<file path="src/logic/ctffi_pkg.sv">
// Purpose: Constants for the CAN time-stamp, filter and FIFO status block
// Assumes: 32-bit register port with byte addresses
// Notes:   Offsets are word aligned
package ctffi_pkg;
  localparam int NFIFO = 32;
  localparam int NFLT  = 16;
  // Register map
  localparam logic [9:0] OFS_TIMER     = 10'h000;
  localparam logic [9:0] OFS_FLT_BASE  = 10'h010;
  localparam logic [9:0] OFS_OVF_SUM   = 10'h020;
  localparam logic [9:0] OFS_FIFO_BASE = 10'h100;
  // Timer fields
  localparam int TS_LSB  = 16;
  localparam int DIV_LSB = 0;
  localparam logic [31:0] TIMER_RST = 32'h0000_0000;
  // Filter byte fields
  localparam int FLT_EN_BIT  = 7;
  localparam int FLT_MSK_LSB = 5;
  localparam int FLT_DST_LSB = 0;
  localparam logic [7:0] FLT_RST = 8'h00;
  // FIFO interrupt register fields
  localparam int TX_IE_LSB   = 24;
  localparam int RX_IE_LSB   = 16;
  localparam int TX_FLAG_LSB = 8;
  localparam int RX_OVR_BIT  = 3;
  localparam int RX_FLAG_LSB = 0;
  localparam logic [2:0] TX_IE_RST = 3'h0;
  localparam logic [3:0] RX_IE_RST = 4'h0;
endpackage

</file>
<file path="src/logic/ctffi_core.sv">
// Purpose: Time-stamp timer, filter control and FIFO status/enables
// Assumes: All inputs come from logic on clk_sys
// Notes:   Read data stand one cycle after the read strobe
// Function
// 16-bit stamp counter in timer bits 31:16 advances per divider period
// Divider field 15:0; zero advances every clock, all ones every 65535
// Capture enable low freezes counter and prescaler count
// Any timer write clears the prescaler count, divider kept as written
// Each filter enable bit: one takes part, zero ignored
// Two-bit mask choice selects acceptance mask 0 to 3
// Five-bit destination names FIFO 0 to 31 for matches
// Four filters per word, byte: enable 7, mask 6-5, dest 4-0
// Mask and destination writable only while filter disabled
// Transmit enables at bits 26, 25, 24, reset zero
// Receive enables at bits 19, 18, 17, 16, reset zero
// Status bits 10-8 and 2-0 read-only live; overflow bit 3 writable
// Not-full flag reads one with space in transmit mode, else zero
// Overflow flags gathered into a 32-bit read-only summary
// FIFO interrupt when any flag and its enable are both one
// Overflow set on arrival to a full FIFO, held until written zero
//
// Strobed register access and the register offsets were left to the implementer.
`timescale 1ns/1ps
`default_nettype none
module ctffi_core (
  // Clock and reset
  input  wire logic        clk_sys,
  input  wire logic        rst,
  // Register port
  input  wire logic [9:0]  reg_addr,
  input  wire logic [31:0] reg_wdata,
  input  wire logic        reg_wr,
  input  wire logic        reg_rd,
  output logic      [31:0] reg_rdata,
  // CAN unit side
  input  wire logic        capture_enable,
  input  wire logic [31:0] queue_direction,
  input  wire logic [31:0] fifo_full,
  input  wire logic [31:0] fifo_half,
  input  wire logic [31:0] fifo_empty,
  input  wire logic [15:0] match_hit,
  output logic             accept_valid,
  output logic      [4:0]  accept_queue,
  output logic      [15:0] stamp_counter,
  output logic      [15:0] filter_on,
  output logic      [31:0] mask_choice,
  output logic      [79:0] dest_queue,
  output logic      [31:0] overrun_summary,
  output logic      [31:0] fifo_irq
);
  logic [15:0] stamp_divider;
  logic [15:0] pre_count;
  logic [15:0] next_counter;
  logic [15:0] next_divider;
  logic [15:0] next_pre;
  logic        wr_timer;
  logic        tick;
  logic [7:0]  flt      [ctffi_pkg::NFLT];
  logic [7:0]  next_flt [ctffi_pkg::NFLT];
  logic        wr_flt;
  logic [2:0]  tx_ie      [ctffi_pkg::NFIFO];
  logic [3:0]  rx_ie      [ctffi_pkg::NFIFO];
  logic [2:0]  next_tx_ie [ctffi_pkg::NFIFO];
  logic [3:0]  next_rx_ie [ctffi_pkg::NFIFO];
  logic [31:0] status     [ctffi_pkg::NFIFO];
  logic [31:0] ovr;
  logic [31:0] next_ovr;
  logic [31:0] set_ovr;
  logic [31:0] wr_fifo;
  logic [31:0] irq_now;
  logic [31:0] next_rdata;
  logic        hit_any;
  logic [4:0]  hit_queue;

  assign wr_timer = reg_wr && reg_addr == ctffi_pkg::OFS_TIMER;
  assign wr_flt   = reg_wr && reg_addr[9:4] == ctffi_pkg::OFS_FLT_BASE[9:4];
  // Divider zero behaves as one: a tick every clock
  assign tick = ({1'b0, pre_count} + 17'h00001) >= {1'b0, stamp_divider};

  // Time-stamp timer
  always_comb begin
    next_counter = stamp_counter;
    next_divider = stamp_divider;
    next_pre     = pre_count;
    if (wr_timer) begin
      next_counter = reg_wdata[ctffi_pkg::TS_LSB +: 16];
      next_divider = reg_wdata[ctffi_pkg::DIV_LSB +: 16];
      next_pre     = 16'h0000;
    end else if (capture_enable) begin
      if (tick) begin
        next_pre     = 16'h0000;
        next_counter = stamp_counter + 16'h0001;
      end else begin
        next_pre = pre_count + 16'h0001;
      end
    end
  end

  always_ff @(posedge clk_sys or posedge rst) begin
    if (rst) begin
      stamp_counter <= ctffi_pkg::TIMER_RST[ctffi_pkg::TS_LSB +: 16];
      stamp_divider <= ctffi_pkg::TIMER_RST[ctffi_pkg::DIV_LSB +: 16];
      pre_count     <= 16'h0000;
    end else begin
      stamp_counter <= next_counter;
      stamp_divider <= next_divider;
      pre_count     <= next_pre;
    end
  end

  // Filter control bytes
  always_comb begin
    for (int i = 0; i < ctffi_pkg::NFLT; i++) begin
      next_flt[i] = flt[i];
      if (wr_flt && reg_addr[3:2] == 2'(i / 4)) begin
        if (!flt[i][ctffi_pkg::FLT_EN_BIT]) begin
          next_flt[i] = reg_wdata[8 * (i % 4) +: 8];
        end else begin
          // Enabled filter: only the enable itself may change
          next_flt[i][ctffi_pkg::FLT_EN_BIT] =
            reg_wdata[8 * (i % 4) + ctffi_pkg::FLT_EN_BIT];
        end
      end
    end
  end

  // Lowest numbered enabled filter wins when several match
  always_comb begin
    hit_any   = 1'b0;
    hit_queue = 5'h00;
    for (int i = ctffi_pkg::NFLT - 1; i >= 0; i--) begin
      if (match_hit[i] && flt[i][ctffi_pkg::FLT_EN_BIT]) begin
        hit_any   = 1'b1;
        hit_queue = flt[i][ctffi_pkg::FLT_DST_LSB +: 5];
      end
    end
  end

  // Per-filter outputs and per-FIFO status
  genvar g;
  generate
    for (g = 0; g < ctffi_pkg::NFLT; g++) begin : g_flt
      assign filter_on[g]          = flt[g][ctffi_pkg::FLT_EN_BIT];
      assign mask_choice[2*g +: 2] = flt[g][ctffi_pkg::FLT_MSK_LSB +: 2];
      assign dest_queue[5*g +: 5]  = flt[g][ctffi_pkg::FLT_DST_LSB +: 5];
    end
    for (g = 0; g < ctffi_pkg::NFIFO; g++) begin : g_fifo
      logic       dir_tx;
      logic [2:0] tx_flag;
      logic [2:0] rx_flag;
      assign dir_tx = queue_direction[g];
      // Live fill state; flags of the other direction read zero
      assign tx_flag = {dir_tx & ~fifo_full[g],
                        dir_tx & fifo_half[g],
                        dir_tx & fifo_empty[g]};
      assign rx_flag = {~dir_tx & fifo_full[g],
                        ~dir_tx & fifo_half[g],
                        ~dir_tx & ~fifo_empty[g]};
      assign wr_fifo[g] = reg_wr
                          && reg_addr[9:7] == ctffi_pkg::OFS_FIFO_BASE[9:7]
                          && reg_addr[6:2] == 5'(g);
      assign set_ovr[g] = hit_any && hit_queue == 5'(g)
                          && !dir_tx && fifo_full[g];
      assign status[g] = {5'h00, tx_ie[g], 4'h0, rx_ie[g], 5'h00,
                          tx_flag, 4'h0, ovr[g], rx_flag};
      assign irq_now[g] = |(tx_ie[g] & tx_flag)
                          | |(rx_ie[g] & {ovr[g], rx_flag});
    end
  endgenerate

  // FIFO enables and overflow flags
  always_comb begin
    for (int i = 0; i < ctffi_pkg::NFIFO; i++) begin
      next_tx_ie[i] = tx_ie[i];
      next_rx_ie[i] = rx_ie[i];
      next_ovr[i]   = ovr[i];
      if (wr_fifo[i]) begin
        next_tx_ie[i] = reg_wdata[ctffi_pkg::TX_IE_LSB +: 3];
        next_rx_ie[i] = reg_wdata[ctffi_pkg::RX_IE_LSB +: 4];
        // Writing one leaves the flag alone
        if (!reg_wdata[ctffi_pkg::RX_OVR_BIT]) begin
          next_ovr[i] = 1'b0;
        end
      end
      // A new overrun beats a clear in the same cycle
      if (set_ovr[i]) begin
        next_ovr[i] = 1'b1;
      end
    end
  end

  always_ff @(posedge clk_sys or posedge rst) begin
    if (rst) begin
      for (int i = 0; i < ctffi_pkg::NFLT; i++) begin
        flt[i] <= ctffi_pkg::FLT_RST;
      end
      for (int i = 0; i < ctffi_pkg::NFIFO; i++) begin
        tx_ie[i] <= ctffi_pkg::TX_IE_RST;
        rx_ie[i] <= ctffi_pkg::RX_IE_RST;
      end
      ovr          <= 32'h0000_0000;
      fifo_irq     <= 32'h0000_0000;
      accept_valid <= 1'b0;
      accept_queue <= 5'h00;
    end else begin
      flt          <= next_flt;
      tx_ie        <= next_tx_ie;
      rx_ie        <= next_rx_ie;
      ovr          <= next_ovr;
      fifo_irq     <= irq_now;
      accept_valid <= hit_any;
      accept_queue <= hit_queue;
    end
  end

  assign overrun_summary = ovr;

  // Register read path
  always_comb begin
    next_rdata = 32'h0000_0000;
    if (reg_rd) begin
      if (reg_addr == ctffi_pkg::OFS_TIMER) begin
        next_rdata = {stamp_counter, stamp_divider};
      end else if (reg_addr[9:4] == ctffi_pkg::OFS_FLT_BASE[9:4]) begin
        for (int b = 0; b < 4; b++) begin
          next_rdata[8*b +: 8] = flt[{reg_addr[3:2], 2'(b)}];
        end
      end else if (reg_addr == ctffi_pkg::OFS_OVF_SUM) begin
        next_rdata = ovr;
      end else if (reg_addr[9:7] == ctffi_pkg::OFS_FIFO_BASE[9:7]) begin
        next_rdata = status[reg_addr[6:2]];
      end
    end
  end

  // Read data only valid the cycle after the strobe; zero otherwise
  always_ff @(posedge clk_sys or posedge rst) begin
    if (rst) begin
      reg_rdata <= 32'h0000_0000;
    end else begin
      reg_rdata <= next_rdata;
    end
  end
endmodule
`default_nettype wire

</file>
<file path="config.mk">
export PLATFORM = sky130hd
export DESIGN_NAME = ctffi_core
export DESIGN_NICKNAME = d
export VERILOG_FILES = /design/src/logic/ctffi_pkg.sv /design/src/logic/ctffi_core.sv
export SDC_FILE = /design/constraint.sdc
export NUM_CORES = 1
export LEC_CHECK = 0
export ABC_AREA = 0
export BUFFER_PORTS_ARGS = -buffer_cell sky130_fd_sc_hd__buf_2
export CAP_MARGIN = 10
export CELL_PAD_IN_SITES_DETAIL_PLACEMENT = 1
export CELL_PAD_IN_SITES_GLOBAL_PLACEMENT = 1
export CORE_MARGIN = 1
export CORE_UTILIZATION = 40
export DETAILED_ROUTE_END_ITERATION = 16
export PLACE_DENSITY_LB_ADDON = 0.1
export SLEW_MARGIN = 25
export SYNTH_ARGS = -nofsm -noshare
export SYNTH_HDL_FRONTEND = slang
export SYNTH_SLANG_ARGS = --single-unit
</file>
<file path="constraint.sdc">
create_clock -name clk_sys -period 18 [get_ports clk_sys]
set_input_delay 3.6 -clock clk_sys [delete_from_list [all_inputs] [get_ports clk_sys]]
set_output_delay 3.6 -clock clk_sys [all_outputs]
set_load 0.02 [all_outputs]
</file>
==> summary.md <==
| Metric | Value |
|---|---|
| Row cnt | `95` |
| First drt pass iteration count | `9` |
| Worst Hold Class | `reg2reg` |
| Initial Util | `0.408` |
| Synthesis-to-finish area growth | `16.8%` |
| Crit-path slowest cell | `nor2_1` |
| #FFs+latches synth | `502` |
| Top-count cell post-synth | `dfrtp_1` |
| Core box area | `67800 µm²` |
| First-pass GRT wire length | `188000 µm` |
| Fin crit share | `0.356` |
| Fin nets | `2972` |
| Mapped cell area | `27600 µm²` |
| Routed Wire Length | `131000 µm` |
| Pwr Density | `90.9 nW/µm²` |
| Area after DPL | `30400 µm²` |
| Min cycle time layout | `6.41 ns` |
| Clock insertion delay at the later pin of the skew report | `0.65 ns` |
| Cts hold-fix bufs | `0` |
| Vias in the first global route | `24600` |
| Fmax | `156 MHz` |
| Die Wd | `265 µm` |
| CP Launch Type | `input port` |
| Top post-synthesis cells by area | `dfrtp_1 (45%), mux2_2 (15%), mux4_2 (9.3%)` |
| Grt met2 use | `0.552` |
| Dpl ws | `11.04 ns` |
| Die Ht | `265 µm` |
| Crit path DAT | `6.89 ns` |
| Drt drc | `0` |
| Async S/R FF share, synth | `1.00` |
| TritonCTS Buffers | `58` |
| CTS clk-pin slew, worst paths | `0.06 ns` |
| GRT busiest layer | `met2` |
| Unique masters post-synth | `88` |
| Worst slew margin | `0.198` |
| CTS resizes | `0` |
| Root Buffer | `clkbuf_16` |
| Post-synth top flop | `dfrtp_1` |
| Initial antenna violation count | `15` |
| IO Port Bufs | `436` |
| Worst Path Max Fanout | `51` |
| Finished Layout Cells | `3684` |
| Num ports | `437` |
| CP peak stage delay | `0.73 ns` |
| Total negative slack | `0 ns` |
| Die Area | `70100 µm²` |
| CP Capture Type | `flip-flop` |
| Total chip power | `0.00293 W` |
| First DRT Iteration DRCs | `3447` |
| Hold Fails Final Rpt | `0` |
| Synthesized area per cell | `11.4 µm²` |
| Met3 GRT Util | `0.0740` |
| Total setup buffers inserted after CTS | `0` |
| Worst EP required | `18.48 ns` |
| Vias | `24600` |
| RSZ-0062 raised after global routing | `no` |
| Post-synth EDFFs | `0` |
| Leakage | `15.7 nW` |
| CP cell instances | `buf_6 -> buf_4 -> nand2_1 -> nor2_1 -> a22oi_1 -> nand4_1 -> nor4_1 -> o21ai_0 -> a221oi_1` |
| CTS Buffer Depth | `3` |
| Sequential share of the synthesized area | `0.455` |
| Vias per cell | `6.67` |
| Hpwl dp | `99600 µm` |
| Largest net degree at the start of global routing | `136` |
| Share of layout cells above drive strength 1 | `0.388` |
| Max cap viols | `0` |
| WS Path Type | `in2reg` |
| H-tree levels | `2` |
| Global routing usage on met1 | `0.536` |
| Final setup viols | `0` |
| Slew @ Worst Pin | `1.19 ns` |
| Post-Synthesis Cells | `2419` |
| Routed Antenna Nets | `0` |
| Clock sink total | `502` |
| Largest area contributor in the netlist | `dfrtp_1` |
| Status | `finished clean` |
| Ys Warns | `0` |
| Final Cell Area | `32300 µm²` |
| Syn_nets | `2628` |
| Cells after DPL | `3576` |
| Routability congestion estimate | `1.05` |
| GR Util All Layers | `0.371` |
| Clock skew | `0.0322 ns` |
| CTS tree | `yes` |
| Peak VDD IR | `0.0787 mV` |
| Slew Viols, Final | `0` |
| Routed WL per cell | `35.6 µm` |
| Post-synth top cells | `dfrtp_1 (502), mux2_2 (357), nand2_1 (201)` |
| Share of the synthesized area in the top cell type | `0.455` |
| Setup ws final | `11.59 ns` |
| Gr ovfl total | `0` |
## layout by cell type (no fill, tap or decap), types with 32 or more instances in the layout
| cell | synthesis | layout |
|---|---|---|
| a222oi_1 | 52 | 52 |
| a21oi_1 | 113 | 113 |
| inv_1 | 102 | 100 |
| nor2_1 | 89 | 89 |
| clkbuf_16 | 0 | 59 |
| mux4_2 | 114 | 114 |
| a221oi_1 | 33 | 33 |
| nand2_1 | 201 | 200 |
| dfrtp_1 | 502 | 502 |
| mux2_2 | 357 | 357 |
| nand3_1 | 46 | 46 |
| buf_4 | 34 | 32 |
| a22oi_1 | 37 | 37 |
| o21ai_0 | 140 | 140 |
| buf_2 | 17 | 432 |
## stage by stage
step	utilization	hold WS, ns
2_1_floorplan	-	0.461
3_3_place_gp	0.448	0.500
3_5_place_dp	0.448	0.504
4_1_cts	0.476	0.488
5_1_grt	0.476	0.520
6_report	0.476	0.505
## where the power goes
part / internal, W / total [W] / switching [W]
Sequential: 0.00119 / 0.00128 / 0.0000913
Clock: 0.000688 / 0.00119 / 0.000502
Combinational: 0.000161 / 0.000464 / 0.000304
## cell families (layout without fill, tap and decap cells)
logic type | after synthesis | count (layout) | share of synthesized area
compound gates | 590 | 590 | 0.152
xor+xnor | 14 | 14 | 0.00444
fa+ha+maj | 18 | 18 | 0.00815
buf+inv | 290 | 676 | 0.0453
flops | 502 | 502 | 0.455
mux | 483 | 483 | 0.243
other cells | 0 | 6 | 0
simple gates | 522 | 522 | 0.0923
## path summary, 6_finish.rpt
kind | from | to | slack [ns] | depth (start not counted)
worst max-delay path | reg_addr[3] | reg_rdata[1] | 11.59 | 9
worst min-delay path | rx_ie[79] | fifo_irq[12] | 0.50 | 1
worst max register to register | pre_count[2] | stamp_counter[15] | 13.83 | 13
worst min register to register | rx_ie[79] | fifo_irq[12] | 0.50 | 1
max in group asynchronous | rst | rx_ie[20] | 12.40 | 4
min in group asynchronous | rst | reg_rdata[31] | 3.15 | 2
## worst max-delay path, delay by kind of cell
family,cells,cell delay (ns)
compound gates,3,0.75
buf+inv,2,1.02
simple gates,4,1.44
## metal layers
layer / vias up / part of all wire
li1: 9888 / -
met1: 13100 / 0.43
met2: 1381 / 0.44
met3: 230 / 0.092
met4: 8 / 0.038
met5: - / 0.00043
## area by class of cell
type,count,area [µm²]
Tap cell,873,1090
Sequential cell,502,12600
Multi-Input combinational cell,1627,13800
Fill cell,7330,35500
Inverter,104,398
Clock buffer,87,1730
Antenna cell,6,15.0
Timing Repair Buffer,470,2500
Clock inverter,15,159
## state kept, by name (all words and copies together), names as in the netlist, 5 cells and up
name / count
dest_queue: 80
filter_on: 16
reg_rdata: 32
stamp_counter: 16
stamp_divider: 16
accept_queue: 5
fifo_irq: 32
status: 96
pre_count: 16
rx_ie: 128
overrun_summary: 32
mask_choice: 32
Power figures use the tool's default switching activity.
